### config.mk
export PLATFORM = sky130hd
export DESIGN_NAME = dcld_decoder
export DESIGN_NICKNAME = d
export VERILOG_FILES = /design/src/dcld_pkg.sv /design/src/dcld_decoder.sv
export VERILOG_INCLUDE_DIRS = /design/src
export SDC_FILE = /design/constraint.sdc
export NUM_CORES = 1
export LEC_CHECK = 0
export BUFFER_PORTS_ARGS = -buffer_cell sky130_fd_sc_hd__buf_4
export CORE_ASPECT_RATIO = 1.1
export CORE_MARGIN = 3
export CORE_UTILIZATION = 30
export DETAILED_ROUTE_END_ITERATION = 7
export RECOVER_POWER = 50
export SLEW_MARGIN = 25
export SYNTH_ARGS = -nofsm -noshare
export SYNTH_HDL_FRONTEND = slang
export SYNTH_SLANG_ARGS = --single-unit
### constraint.sdc
create_clock -name aclk -period 3.3 [get_ports aclk]
set_clock_uncertainty 0.05 [all_clocks]
set_input_delay 0.165 -clock aclk [delete_from_list [all_inputs] [get_ports aclk]]
set_output_delay 0.165 -clock aclk [all_outputs]
set_load 0.03 [all_outputs]
### src/dcld_defs.svh
`ifndef DCLD_DEFS_SVH
`define DCLD_DEFS_SVH
// Functional notes
// - Write command 000 stores code in selected staging
// - Staging write leaves outputs unless latch transparent
// - Select bits 18:16 pick A-D; 1XX picks all
// - Command 001 copies staging to selected outputs
// - Load to all leaves staging registers untouched
// - Load command 001 ignores all sixteen data bits
// - Write command accepted with multibyte flag set
// - Load command accepted with multibyte flag set
// - Command 010 writes selected, loads all modified outputs
// - Command 011 writes and loads selected only
// - Unmodified channels skip output update on combined

// ---------------------------------------------------------------
// Command codes
// ---------------------------------------------------------------
`define DCLD_CMD_WRITE       3'h0
`define DCLD_CMD_LOAD        3'h1
`define DCLD_CMD_WRITE_EVERY 3'h2
`define DCLD_CMD_WRITE_CHOSE 3'h3

// ---------------------------------------------------------------
// Register word indices (byte address is four times the index)
// ---------------------------------------------------------------
`define DCLD_IDX_CTRL        4'h0
`define DCLD_IDX_STATUS      4'h1
`define DCLD_IDX_STAGE0      4'h4
`define DCLD_IDX_OUT0        4'h8
`define DCLD_CTRL_TRANSP_BIT 0
`define DCLD_CTRL_RESET      1'h0
`define DCLD_CODE_RESET      12'h000
`define DCLD_RESP_OKAY       2'h0
`define DCLD_RESP_SLVERR     2'h2
`endif

### src/dcld_pkg.sv
package dcld_pkg;
  typedef logic [11:0] dcld_code_t;
  typedef logic [3:0][11:0] dcld_codes_t;

  typedef struct packed {
    logic       reserved;
    logic       multibyte;
    logic [2:0] command;
    logic       channel_select_msb;
    logic       channel_select_mid;
    logic       channel_select_lsb;
    dcld_code_t sample_value;
    logic [3:0] ignored;
  } dcld_frame_s;

  typedef struct packed {
    logic        awvalid;
    logic [7:0]  awaddr;
    logic        wvalid;
    logic [31:0] wdata;
    logic [3:0]  wstrb;
    logic        bready;
    logic        arvalid;
    logic [7:0]  araddr;
    logic        rready;
  } dcld_axi_req_s;

  typedef struct packed {
    logic        awready;
    logic        wready;
    logic        bvalid;
    logic [1:0]  bresp;
    logic        arready;
    logic        rvalid;
    logic [31:0] rdata;
    logic [1:0]  rresp;
  } dcld_axi_rsp_s;
endpackage

### src/dcld_decoder.sv
`timescale 1ns/10ps
`include "dcld_defs.svh"
module dcld_decoder (
  input  wire logic                 aclk,
  input  wire logic                 aresetn,
  input  wire logic                 frame_valid,
  input  wire dcld_pkg::dcld_frame_s frame,
  input  wire dcld_pkg::dcld_axi_req_s axi_req,
  output      dcld_pkg::dcld_axi_rsp_s axi_rsp,
  output      dcld_pkg::dcld_codes_t  dac_code
);
  import dcld_pkg::*;

  // ---------------------------------------------------------------
  // Frame decode
  // ---------------------------------------------------------------
  logic [2:0]  chsel;
  logic        fr_ok;
  logic        is_wr;
  logic [3:0]  sel;
  logic        transp_r;
  logic        transp_nxt;
  dcld_codes_t stage_r;
  dcld_codes_t stage_nxt;
  dcld_codes_t out_r;
  dcld_codes_t out_nxt;
  logic [3:0]  dirty_r;
  logic [3:0]  dirty_nxt;
  logic [3:0]  dirty_now;
  logic [3:0]  load;
  logic [2:0]  last_cmd_r;
  logic [2:0]  last_cmd_nxt;
  logic        last_mb_r;
  logic        last_mb_nxt;

  assign chsel = {frame.channel_select_msb, frame.channel_select_mid,
                  frame.channel_select_lsb};
  // The multibyte flag does not alter decoding of any frame.
  assign fr_ok = frame_valid & ~frame.reserved;
  assign is_wr = fr_ok & (frame.command == `DCLD_CMD_WRITE
                 || frame.command == `DCLD_CMD_WRITE_EVERY
                 || frame.command == `DCLD_CMD_WRITE_CHOSE);

  genvar gi;
  generate
    for (gi = 0; gi < 4; gi++)
    begin : g_ch
      assign sel[gi] = chsel[2] | (chsel[1:0] == 2'(gi));
      assign stage_nxt[gi] = (is_wr & sel[gi]) ? frame.sample_value
                                               : stage_r[gi];
      assign dirty_now[gi] = dirty_r[gi] | (is_wr & sel[gi]);
      // Load ignores data bits; combined loads skip unmodified channels.
      assign load[gi] =
          (fr_ok & frame.command == `DCLD_CMD_LOAD & sel[gi])
        | (fr_ok & frame.command == `DCLD_CMD_WRITE_EVERY & dirty_now[gi])
        | (fr_ok & frame.command == `DCLD_CMD_WRITE_CHOSE & sel[gi]
           & dirty_now[gi])
        | (transp_r & is_wr & sel[gi]);
      assign out_nxt[gi]   = load[gi] ? stage_nxt[gi] : out_r[gi];
      assign dirty_nxt[gi] = load[gi] ? 1'b0 : dirty_now[gi];
    end
  endgenerate

  always_comb
  begin
    last_cmd_nxt = last_cmd_r;
    last_mb_nxt  = last_mb_r;
    if (fr_ok)
    begin
      last_cmd_nxt = frame.command;
      last_mb_nxt  = frame.multibyte;
    end
  end

  always_ff @(posedge aclk)
  begin
    if (!aresetn)
    begin
      stage_r    <= {4{`DCLD_CODE_RESET}};
      out_r      <= {4{`DCLD_CODE_RESET}};
      dirty_r    <= 4'h0;
      last_cmd_r <= 3'h0;
      last_mb_r  <= 1'b0;
    end
    else
    begin
      stage_r    <= stage_nxt;
      out_r      <= out_nxt;
      dirty_r    <= dirty_nxt;
      last_cmd_r <= last_cmd_nxt;
      last_mb_r  <= last_mb_nxt;
    end
  end

  assign dac_code = out_r;

  // ---------------------------------------------------------------
  // AXI4-Lite slave
  // ---------------------------------------------------------------
  logic        aw_got_r;
  logic        aw_got_nxt;
  logic        w_got_r;
  logic        w_got_nxt;
  logic [7:0]  awaddr_r;
  logic [7:0]  awaddr_nxt;
  logic [31:0] wdata_r;
  logic [31:0] wdata_nxt;
  logic [3:0]  wstrb_r;
  logic [3:0]  wstrb_nxt;
  logic        do_wr;
  logic [3:0]  widx;
  logic [3:0]  ridx;
  logic        rmapped;
  logic [31:0] rword;
  dcld_axi_rsp_s rsp_r;
  dcld_axi_rsp_s rsp_nxt;

  assign do_wr = aw_got_r & w_got_r & ~rsp_r.bvalid;
  assign widx  = awaddr_r[5:2];
  assign ridx  = axi_req.araddr[5:2];

  always_comb
  begin
    rword   = 32'h0000_0000;
    rmapped = (axi_req.araddr[7:6] == 2'h0);
    unique case (ridx)
      `DCLD_IDX_CTRL:   rword = {31'h0000_0000, transp_r};
      `DCLD_IDX_STATUS: rword = {24'h00_0000, dirty_r, last_cmd_r, last_mb_r};
      4'h4, 4'h5, 4'h6, 4'h7: rword = {20'h0_0000, stage_r[ridx[1:0]]};
      4'h8, 4'h9, 4'hA, 4'hB: rword = {20'h0_0000, out_r[ridx[1:0]]};
      default:          rmapped = 1'b0;
    endcase
  end

  always_comb
  begin
    rsp_nxt    = rsp_r;
    aw_got_nxt = aw_got_r;
    w_got_nxt  = w_got_r;
    awaddr_nxt = awaddr_r;
    wdata_nxt  = wdata_r;
    wstrb_nxt  = wstrb_r;
    transp_nxt = transp_r;
    if (axi_req.awvalid && rsp_r.awready)
    begin
      aw_got_nxt = 1'b1;
      awaddr_nxt = axi_req.awaddr;
    end
    if (axi_req.wvalid && rsp_r.wready)
    begin
      w_got_nxt = 1'b1;
      wdata_nxt = axi_req.wdata;
      wstrb_nxt = axi_req.wstrb;
    end
    if (rsp_r.bvalid && axi_req.bready)
      rsp_nxt.bvalid = 1'b0;
    if (do_wr)
    begin
      aw_got_nxt     = 1'b0;
      w_got_nxt      = 1'b0;
      rsp_nxt.bvalid = 1'b1;
      rsp_nxt.bresp  = `DCLD_RESP_OKAY;
      if (awaddr_r[7:6] == 2'h0 && widx == `DCLD_IDX_CTRL)
      begin
        if (wstrb_r[0])
          transp_nxt = wdata_r[`DCLD_CTRL_TRANSP_BIT];
      end
      else if (!(awaddr_r[7:6] == 2'h0 && (widx == `DCLD_IDX_STATUS
                 || widx[3:2] == 2'h1 || widx[3:2] == 2'h2)))
        rsp_nxt.bresp = `DCLD_RESP_SLVERR;
    end
    rsp_nxt.awready = ~aw_got_nxt & ~rsp_nxt.bvalid;
    rsp_nxt.wready  = ~w_got_nxt & ~rsp_nxt.bvalid;
    if (rsp_r.rvalid && axi_req.rready)
      rsp_nxt.rvalid = 1'b0;
    if (axi_req.arvalid && rsp_r.arready)
    begin
      rsp_nxt.rvalid = 1'b1;
      rsp_nxt.rdata  = rmapped ? rword : 32'h0000_0000;
      rsp_nxt.rresp  = rmapped ? `DCLD_RESP_OKAY : `DCLD_RESP_SLVERR;
    end
    rsp_nxt.arready = ~rsp_nxt.rvalid;
  end

  always_ff @(posedge aclk)
  begin
    if (!aresetn)
    begin
      rsp_r    <= '0;
      aw_got_r <= 1'b0;
      w_got_r  <= 1'b0;
      awaddr_r <= 8'h00;
      wdata_r  <= 32'h0000_0000;
      wstrb_r  <= 4'h0;
      transp_r <= `DCLD_CTRL_RESET;
    end
    else
    begin
      rsp_r    <= rsp_nxt;
      aw_got_r <= aw_got_nxt;
      w_got_r  <= w_got_nxt;
      awaddr_r <= awaddr_nxt;
      wdata_r  <= wdata_nxt;
      wstrb_r  <= wstrb_nxt;
      transp_r <= transp_nxt;
    end
  end

  assign axi_rsp = rsp_r;

  logic [2:0] f_cmd;
  assign f_cmd = frame.command;

  generate
    for (gi = 0; gi < 4; gi++)
    begin : g_chk

    end
  endgenerate
endmodule // dcld_decoder

* Yosys cells after proc, flatten, opt, wreduce, memory -nomap -nowiden
Cells that the tools add are included.
Cells by class: bitwise logic cells 61, equality and inequality tests 18, reduce and logical (&&, ||, !) cells 25, magnitude comparators 1, muxes and demuxes 22
Operator list (number):
- $mux 12 | 6
- $bmux 12 s2 | 2
- $pmux 12 s4 | 1
- $mux 35 | 1
- $and 1x1->1 | 34
- $mux 32 | 1
- $or 1x1->1 | 20
- $eq 4x3->1 const B | 4
- $eq 4x4->1 const B | 4
- $reduce_or 10->1 | 1
- $eq 4x1->1 const B | 2
- $logic_not 4->1 | 2
- $reduce_or 2->1 | 4
- $reduce_or 4->1 | 2
- $logic_and 1x1->1 | 7
- $mux 1 | 7
- $not 1->1 | 7
- $eq 2x2->1 const B | 3
- $eq 3x2->1 const B | 2
- $logic_not 2->1 | 3
- $mux 2 | 3
- $eq 2x1->1 const B | 2
- $logic_or 1x1->1 | 4
- $eq 3x1->1 const B | 1
- other kinds (4) | 4
Storage, ports and cells: output and inout port bits 89, flip-flop bits (word level) 158, word-level logic and storage cells 155

* Depth between registers and ports, before layout
Gate-level depths: netlist of the first run.
depth in word-level cells 11, mapped depth 7

* Worst setup path before layout of the first run
OpenSTA, ideal clock, no wires.
kind input to register, from input frame[21] (netlist bit), to register out_r, in the netlist dac_code[10], arrival 1463 ps, stages on the path 6, setup time 125 ps, slack 1662 ps, path buffers 2, cell sequence or3b_4 > or3_1 > buf_6 > buf_12 > mux2i_1 > o2bb2ai_1
Between the ends: longest elaborated chain between the ends 10, elaborated cells on any way between the ends 22, classes of those cells 3 x eq/ne; 1 x mux; 15 x bitwise; 3 x reduce/logical
RTL lines:
- start: declaration | RTL line dcld_decoder.sv:7 | input wire dcld_pkg::dcld_frame_s frame,
- $eq 3x2->1 (no source line) or $logic_not 3->1 (tied branches)
- $logic_or 1x1->1 (no source line) (2 in series)
- $and 1x1->1 | RTL line dcld_decoder.sv:40 | assign is_wr = fr_ok & (frame.command == `DCLD_CMD_WRITE
- $and 1x1->1 | RTL line dcld_decoder.sv:49, dcld_decoder.sv:51
- $or 1x1->1 | RTL line dcld_decoder.sv:51 | assign dirty_now[gi] = dirty_r[gi] | (is_wr & sel[gi]);
- $and 1x1->1 | RTL line dcld_decoder.sv:55 | | (fr_ok & frame.command == `DCLD_CMD_WRITE_EVERY & dirty_now[gi])
- $or 1x1->1 (3 in series) | RTL line dcld_decoder.sv:54 | (fr_ok & frame.command == `DCLD_CMD_LOAD & sel[gi])
- end signal: assignment | RTL line dcld_decoder.sv:80 | out_r <= {4{`DCLD_CODE_RESET}};
- end signal: assignment | RTL line dcld_decoder.sv:88 | out_r <= out_nxt;
- end: declaration | RTL line dcld_decoder.sv:25 | dcld_codes_t out_r;
Several ways; a longest one is shown, not always the timed one. A chain may end at the register's enable or synchronous reset.

* Worst setup path after layout of the first run
from input axi_req[4] (netlist bit), to register rsp_r, in the netlist axi_rsp[7]
Between the ends: longest elaborated chain between the ends 4, elaborated cells on any way between the ends 20, classes of those cells 9 x eq/ne; 7 x mux; 4 x reduce/logical
RTL lines:
- start: declaration | RTL line dcld_decoder.sv:8 | input wire dcld_pkg::dcld_axi_req_s axi_req,
- $eq 4x4->1, or another cell as far along | RTL line dcld_decoder.sv:126 | unique case (ridx)
- $reduce_or 4->1, or another cell as far along
- $pmux 12 s4 or $mux 1 (tied branches) | RTL line dcld_decoder.sv:126
- $mux 32 (*) | RTL line dcld_decoder.sv:179 | rsp_nxt.rdata = rmapped ? rword : 32'h0000_0000;
- end signal: assignment | RTL line dcld_decoder.sv:199 | rsp_r <= rsp_nxt;
- end: declaration | RTL line dcld_decoder.sv:115 | dcld_axi_rsp_s rsp_r;
Every way passes the cells marked *; elsewhere a longest branch is shown, timed or not. The select of a mux whose other input is x is not followed.

==> results of run 1 <==
## power by group through the flow
stage                     combinational (mW)  clock (mW)  sequential (mW)
after floorplan                        0.212           0             1.72
after global placement                 0.319           0             1.71
after detailed placement               0.321           0             1.71
after CTS                              0.349        2.03             1.67
after global routing                   0.367        2.11             1.68
final                                  0.338        2.01             1.67
## per-layer routing
layer | up-vias | wire length, um
met5 | - | 0
met4 | 0 | 174
met3 | 17 | 992
met2 | 149 | 8030
met1 | 2191 | 8140
li1 | 2244 | -
## cell usage in the layout, fill, tap and decap left out, types with 3 or more instances in the layout
| cell | count |
|---|---|
| dfxtp_1 | 134 |
| mux2i_1 | 80 |
| clkbuf_1 | 76 |
| nor2_1 | 63 |
| o2bb2ai_1 | 48 |
| buf_4 | 38 |
| a21oi_1 | 29 |
| dlygate4sd3_1 | 29 |
| nand2_1 | 25 |
| conb_1 | 22 |
| clkbuf_16 | 17 |
| nand3_1 | 16 |
| o22ai_1 | 12 |
| a221oi_1 | 11 |
| mux4_2 | 11 |
| nand2b_1 | 10 |
| inv_1 | 8 |
| a22oi_1 | 7 |
| o21ai_0 | 5 |
| clkinv_2 | 5 |
| ha_1 | 4 |
| bufinv_16 | 4 |
| a21boi_0 | 3 |
| and3_1 | 3 |
| clkinv_4 | 3 |
## state kept, by name (all words and copies together), names as in the netlist
signal	count
wdata_r	1
stage_r	48
wstrb_r	1
w_got_r	1
last_mb_r	1
aw_got_r	1
dirty_r	4
transp_r	1
last_cmd_r	3
awaddr_r	6
axi_rsp	19
dac_code	48
## cells in the mapped netlist, types with 3 or more instances
cell type  number
nor2_1         63
a221oi_1       11
buf_2          10
a21boi_0        3
a21oi_1        30
dfxtp_1       134
ha_1            4
mux4_2         11
mux2i_1        80
o22ai_1        12
nand2_1        25
inv_1           9
o2bb2ai_1      48
nand3_1        16
a22oi_1         7
clkbuf_1       23
buf_4          23
and3_1          3
o21ai_0         5
nand2b_1       10
## cells by family after synthesis
family,share of synthesized area
flops,0.471
compound gates,0.164
mux,0.186
fa+ha+maj,0.00879
other cells,0.000659
buf+inv,0.0664
simple gates,0.103
## repair_timing
action	CTS	global route
setup buffers	0	0
hold buffers	29	0
endpoints found under the hold margin	54	0
## worst max-delay path, cell delays in order
cell and delay (ns):
clkbuf_2 0.75, mux2_2 0.60, a211oi_1 0.46, nand2_1 0.39, a221oi_1 0.34
## metrics by stage
stage          setup slack [ns]  area (um2)
2_1_floorplan              1.66        5770
3_3_place_gp               1.08        6610
3_5_place_dp               1.00        6610
4_1_cts                   0.974        7530
5_1_grt                   0.575        7240
6_report                  0.834        7240
## cell type report
class                           count  area (um2)  area share
Clock buffer                       19         453      0.0626
Clock inverter                     13         179      0.0247
Inverter                            9        33.8     0.00467
Multi-Input combinational cell    375        2720       0.375
Sequential cell                   134        2680       0.370
Tap cell                          243         304      0.0420
Timing Repair Buffer              145         873       0.121
## final timing paths
kind	slack (ns)	endpoint	startpoint	cells past startpoint
max	0.83	axi_rsp[7]	axi_req[4]	5
min	0.02	awaddr_r[4]	axi_req[56]	3
max reg2reg	1.08	axi_rsp[8]	axi_rsp[35]	5
min reg2reg	0.41	wdata_r[0]	wdata_r[0]	2
==> results.yml, run 1 <==
outcome:
  status: "finished with violations"
  violations: "capacitance limit, slew limit"
global_routing:
  grt.overflow.total: 0
  use_met2: 0.268
  gr-usage-all-layers: 0.170
  grt_antenna_before_repair: 0
  grt_pass1_wl_um: 26300
  grtUsageMet3: 0.0428
  grt.met1_usage: 0.227
  top_usage_layer: "met2"
  grt_pass1_vias: 4582
  grt_start_max_net_pins: 51
sta:
  worstMarginPinSlew_ns: 2.31
  whs_ns: 0.0184
  setup_tns_ns: 0
  slew_viol_final: 51
  rsz0062_at_grt: "false"
  final_hold_viol_count: 0
  finalCriticalPeriod_ns: 2.47
  clock.fmax_mhz: 406
  min_period_over_period: 0.747
  max_slew_margin: -0.539
  setup_viol_count_final: 0
setup_path:
  crit_fanout: 40
  worstSetupPathType: "in -> reg"
  cp-start-kind: "input port"
  endpoint_kind: "flip-flop"
  required_ns: 3.55
  cp.arrival_ns: 2.71
power_and_ir_drop:
  p_per_area_nw_per_um2: 555
  p_total_mw: 4.02
  leakagePower_nw: 2.87
  intPower_mw: 3.07
  vdd_drop_max_uv: 357
  p_sw_mw: 0.945
  p_sw_frac: 0.235
  seq_power_share: 0.416
  p_comb_frac: 0.084
  pwr-share-clk: 0.499
yosys:
  synth_top_area_frac: 0.471
  synth-seq-cells: 134
  yosys.cell_types.count: 44
  synth_area_leader_cell: "dfxtp_1"
  ys_seq_area_frac: 0.471
  synth_area_um2: 5690
  syn_inst: 556
  yosys_warnings: 0
  ys_async_sr_fraction: 0
  synthTopCellsByArea: "dfxtp_1 (47%), mux2i_1 (14%), o2bb2ai_1 (7.4%), mux4_2 (4.4%), nor2_1 (4.2%)"
  post_synth.cell_area_avg_um2: 10.2
  ys.flop_type: "dfxtp_1"
  synth-edff-count: 0
layout:
  syn2layout_area_growth_pct: 27.2
  fin_util: 0.390
  n_antenna_cell: 0
  drive_above_1_share: 0.132
  final_cells: 938
  fill_cells: 1941
  fin_nets: 770
clocking:
  cts_max_path_buffers: 2
  cts_buffers: 17
  htreeDepth: 4
  cts-root-buf: "clkbuf_16"
  post_cts_resized: 0
  clk_pin_slew_ns: 0.06
  cts_num_sinks: 134
  worstSkewPairLatency_ns: 0.42
  cts_tree: "yes"
routing:
  ant_nets: 0
  vias_per_cell: 4.91
  drt_iter0_drc: 178
  dr.pass1.iters: 4
  routed_wl_um: 17300
  routedWlPerCell_um: 18.5
  vias: 4601
  drc: 0
place:
  portBuffers: 108
  hpwlAfterDp_um: 11800
  gp_congestion: 0.837
  placed_cells: 877
die:
  fp.dieW_um: 137
  io_pins: 173
  dieArea_um2: 20700
  core_um2: 18500
  num_rows: 52
  die_h_um: 150
  start_util: 0.307
hold_path:
  hold_class: "in -> reg"
run:
  maxCapViolations: 1
No activity file was read; power rests on OpenSTA's default activity.
==> run 2: changes to the inputs <==
Clock period 3.3 ns to 2.5 ns, I/O delays scaled along.
==> run 2 against run 1 <==
Against the previous run: the run now ends clean; first-iteration DRC count grew 47%; non-clock buffer count grew 17; largest power group unchanged; via count grew 3.4%; count of clock-buffer cells in the layout grew 1; total power grew 27%; global-route usage grew 0.050 points; sequential share of layout area shrank 0.51 points; routed wire length is essentially flat; critical endpoint is now dirty_r[3].
==> results.yml, run 2 (synthesis results as in run 1) <==
sta:
  min_period_over_period: 0.869
  final_hold_viol_count: 0
  worstMarginPinSlew_ns: 1.11
  rsz0062_at_grt: "false"
  slew_viol_final: 0
  max_slew_margin: 0.257
  setup_viol_count_final: 0
  finalCriticalPeriod_ns: 2.17
  setup_tns_ns: 0
  clock.fmax_mhz: 460
clocking:
  cts-root-buf: "clkbuf_16"
  clk_pin_slew_ns: 0.06
  htreeDepth: 4
  cts_buffers: 17
  cts_num_sinks: 134
  cts_max_path_buffers: 2
  cts_tree: "yes"
  post-cts-setup-buffers: 0
  worstSkewPairLatency_ns: 0.42
die:
  dieArea_um2: 20700
  core_um2: 18500
  io_pins: 173
  die_h_um: 150
  fp.dieW_um: 137
  start_util: 0.307
  num_rows: 52
setup_path:
  endpoint_kind: "flip-flop"
  required_ns: 2.81
  cp-start-kind: "input port"
  crit_fanout: 13
  cp.arrival_ns: 2.48
  worstSetupPathType: "in -> reg"
layout:
  syn2layout_area_growth_pct: 29.0
  fin_nets: 787
  drive_above_1_share: 0.140
  design_area_um2: 7340
  multi_input_area_um2: 2710
  fin_util: 0.396
  seqCellArea_um2: 2680
  n_antenna_cell: 0
  fill_cells: 1872
  mostFrequentLayoutCell: "dfxtp_1"
  final_cell_mix: "dfxtp_1 (134), mux2i_1 (80), clkbuf_1 (74)"
place:
  hpwlAfterDp_um: 11900
  gp_congestion: 0.825
  dpl_cell_area_um2: 6660
  portBuffers: 108
power_and_ir_drop:
  intPower_mw: 3.79
  seq_power_share: 0.434
  leakagePower_nw: 2.91
  p_per_area_nw_per_um2: 692
  p_sw_frac: 0.254
  pwr-share-clk: 0.474
  p_sw_mw: 1.29
  p_comb_frac: 0.091
  vdd_drop_max_uv: 324
  p_total_mw: 5.08
global_routing:
  grt_antenna_before_repair: 0
  grt.overflow.total: 0
  gr-usage-all-layers: 0.171
  grt_pass1_wl_um: 26700
  grt_start_max_net_pins: 41
  grt_pass1_vias: 4680
outcome:
  status: "completed"
hold_path:
  hold_class: "in -> reg"
routing:
  vias_per_cell: 4.98
  ant_nets: 0
  drc: 0
  dr.pass1.iters: 5
  drt_iter0_drc: 261
  routedWlPerCell_um: 18.2
  vias: 4758
  routed_wl_um: 17300
run:
  maxCapViolations: 0
## run 2: cell count changes in the layout (fill, tap and decap cells not counted)
| cell | before | now |
|---|---|---|
| a21oi_2 | 1 | 0 |
| clkinvlp_4 | 1 | 2 |
| clkinv_4 | 3 | 2 |
| clkbuf_1 | 76 | 74 |
| dlygate4sd3_1 | 29 | 39 |
| a21oi_1 | 29 | 30 |
| inv_6 | 0 | 5 |
| bufinv_16 | 4 | 1 |
| clkinv_2 | 5 | 2 |
| clkbuf_4 | 1 | 2 |
| buf_4 | 38 | 47 |
## run 2: metrics by stage
stage / worst slack, ns / instances / hold WS (ns)
after floorplan: 0.902 / 577 / 0.192
after global placement: 0.534 / 884 / 0.296
after detailed placement: 0.470 / 884 / 0.305
after CTS: 0.458 / 955 / 0.00870
after global routing: 0.215 / 955 / 0.0331
final: 0.328 / 955 / 0.0345
## run 2: per-layer routing
layer / track usage / up-vias / wire length, um
met2: 0.275 / 151 / 8100
met1: 0.232 / 2309 / 8140
met5: 0 / - / 0
met4: 0.0344 / 0 / 85
met3: 0.0455 / 10 / 1010
li1: - / 2288 / -
## run 2: timing repair
item,CTS,global route
hold buffers,39,0
hold endpoints to repair,91,0
gates resized for setup,0,0
## run 2: critical path: stages
cell and delay [ns]:
dlygate4sd3_1 0.56, clkbuf_1 0.20, nor3_1 0.41, a221oi_1 0.14
a21oi_1 0.17, clkbuf_1 0.66, o21a_1 0.22
## run 2: final cells by class
cell class / count / share of cell area
Multi-Input combinational cell: 375 / 0.369
Sequential cell: 134 / 0.365
Timing Repair Buffer: 162 / 0.141
Clock buffer: 20 / 0.0622
Tap cell: 243 / 0.0414
Clock inverter: 12 / 0.0158
Inverter: 9 / 0.00460
## run 2: path summary, 6_finish.rpt
| check | slack (ns) | cells past startpoint | end | from |
|---|---|---|---|---|
| hold / removal | 0.03 | 3 | axi_rsp[37] | aresetn |
| hold reg to reg | 0.42 | 2 | awaddr_r[7] | awaddr_r[7] |
| setup reg to reg | 0.49 | 5 | dirty_r[3] | transp_r |
| setup / recovery | 0.33 | 7 | dirty_r[3] | frame[19] |
## run 2: power groups by stage
stage	clock network (mW)	logic, mW	registers (mW)
2_1_floorplan	0	0.280	2.26
3_3_place_gp	0	0.426	2.25
3_5_place_dp	0	0.429	2.25
4_1_cts	2.46	0.477	2.21
5_1_grt	2.56	0.504	2.21
6_report	2.41	0.464	2.21
==> run 3: changes to the inputs <==
Settings changed: CAP_MARGIN set to 15, CORE_UTILIZATION 30 to 51, PLACE_DENSITY set to 0.79, TNS_END_PERCENT set to 5.
==> run 3 against run 2 <==
Against the previous run: count of clock-buffer cells in the layout increased by 1; setup slack worse by 0.16 ns; cell area fell by 0.89%; routed wire length shrank 0.91%; first-iteration DRC count is 66% higher; global-route usage up 11 points; maximum frequency shrank 6.8%; non-clock buffer count stayed put; clock power up 11%; utilization is 29 points higher.
==> results.yml, run 3 (synthesis results as in run 1) <==
outcome:
  status: "completed"
setup_path:
  path_common_cell: "buf_4"
  reg2reg_slack_ns: 0.23
  slowest_stage: "a21oi_1"
  crit_fanout: 8
  r2r-end: "dirty_r[0]"
  worstSetupPathType: "in -> reg"
  endpoint_kind: "flip-flop"
  cp.arrival_ns: 2.63
  r2r-start: "transp_r"
  required_ns: 2.80
  cp-start-kind: "input port"
  slowest_delay_ns: 0.64
  crit_path_end: "dirty_r[0]"
  startpoint: "frame[19]"
  worst-r2r-cell-count: 5
  critical_path.cell_chain: "dlygate4sd3_1 > buf_4 > nor3_1 > a221oi_1 > a21oi_1 > buf_4 > a21boi_0"
global_routing:
  grt_pass1_vias: 5149
  grt.overflow.total: 0
  grt_pass1_wl_um: 26800
  grt.met1_usage: 0.341
  grt_start_max_net_pins: 61
  use_met2: 0.474
  top_usage_layer: "met2"
  gr-usage-all-layers: 0.279
  grtUsageMet3: 0.0746
  grt_antenna_before_repair: 0
layout:
  n_antenna_cell: 0
  syn2layout_area_growth_pct: 27.8
  drive_above_1_share: 0.145
  fin_nets: 787
  final_cell_mix: "dfxtp_1 (134), mux2i_1 (80), clkbuf_1 (73)"
  mostFrequentLayoutCell: "dfxtp_1"
sta:
  min_period_over_period: 0.932
  finalCriticalPeriod_ns: 2.33
  max_slew_margin: 0.114
  setup_viol_count_final: 0
  rsz0062_at_grt: "false"
  slew_viol_final: 0
  worstMarginPinSlew_ns: 1.33
  final_hold_viol_count: 0
  clock.fmax_mhz: 429
  setup_tns_ns: 0
  whs_ns: 0.00834
power_and_ir_drop:
  leakagePower_nw: 2.94
  vdd_drop_max_uv: 423
  p_per_area_nw_per_um2: 735
die:
  io_pins: 173
  die_h_um: 117
  core_um2: 10600
  fp.dieW_um: 107
  start_util: 0.535
  num_rows: 39
  dieArea_um2: 12500
routing:
  drc: 0
  routed_wl_um: 17200
  vias: 5054
  routedWlPerCell_um: 20.1
  drt_iter0_drc: 432
  dr.pass1.iters: 6
  vias_per_cell: 5.91
  ant_nets: 0
clocking:
  cts_max_path_buffers: 2
  worstSkewPairLatency_ns: 0.42
  cts_num_sinks: 134
  post_cts_resized: 0
  cts_tree: "yes"
  htreeDepth: 4
  cts_buffers: 17
  cts-root-buf: "clkbuf_16"
  clk_pin_slew_ns: 0.06
place:
  portBuffers: 108
  gp_congestion: 0.920
  hpwlAfterDp_um: 11100
run:
  maxCapViolations: 0
hold_path:
  hold_class: "in -> reg"
  min_from: "axi_req[56]"
-- run 3: stage by stage --
step           total power [mW]  utilization  instances  setup slack, ns  instance area (um2)
5_1_grt                    5.49        0.684        855           0.0471                 7280
6_report                   5.35        0.684        855            0.170                 7280
3_3_place_gp               2.66        0.616        787            0.528                 6550
2_1_floorplan              2.54            -        577            0.902                 5770
4_1_cts                    5.35        0.709        855            0.293                 7550
3_5_place_dp               2.68        0.616        787            0.434                 6550
-- run 3: what timing repair did --
item / 4_1_cts / 5_1_grt
hold buffers: 36 / 0
hold endpoints to repair: 66 / 0
buffers inserted: 0 / 0
-- run 3: how the worst min path moves through the flow --
| stage | depth (start not counted) | endpoint |
|---|---|---|
| global route | 3 | awaddr_r[6] |
| global placement | 2 | axi_rsp[1] |
| finish | 3 | awaddr_r[6] |
| floorplan | 1 | axi_rsp[1] |
| CTS | 3 | awaddr_r[6] |
| detailed placement | 2 | axi_rsp[1] |
-- run 3: power by group --
| group | leakage (nW) | switching [mW] | total (mW) | internal, mW |
|---|---|---|---|---|
| clock network | 0.296 | 0.945 | 2.67 | 1.72 |
| registers | 1.08 | 0.0309 | 2.21 | 2.18 |
| logic | 1.56 | 0.291 | 0.467 | 0.176 |
-- run 3: critical path: cells and delay by family --
kind | cells | cell delay, ns
buf+inv | 3 | 1.02
compound gates | 3 | 0.99
simple gates | 1 | 0.49
-- run 3: cell type report --
class	count	area, um2
Sequential cell	134	2680
Clock buffer	21	460
Inverter	9	33.8
Multi-Input combinational cell	375	2710
Timing Repair Buffer	162	1040
Tap cell	143	179
Clock inverter	11	173
Fill cell	847	3360
-- run 3: layer usage --
metal | wire, um | part of all wire | vias up
met5 | 0 | 0 | -
met4 | 396 | 0.023 | 0
met3 | 1620 | 0.094 | 44
met2 | 8440 | 0.49 | 297
met1 | 6720 | 0.39 | 2440
li1 | - | - | 2273
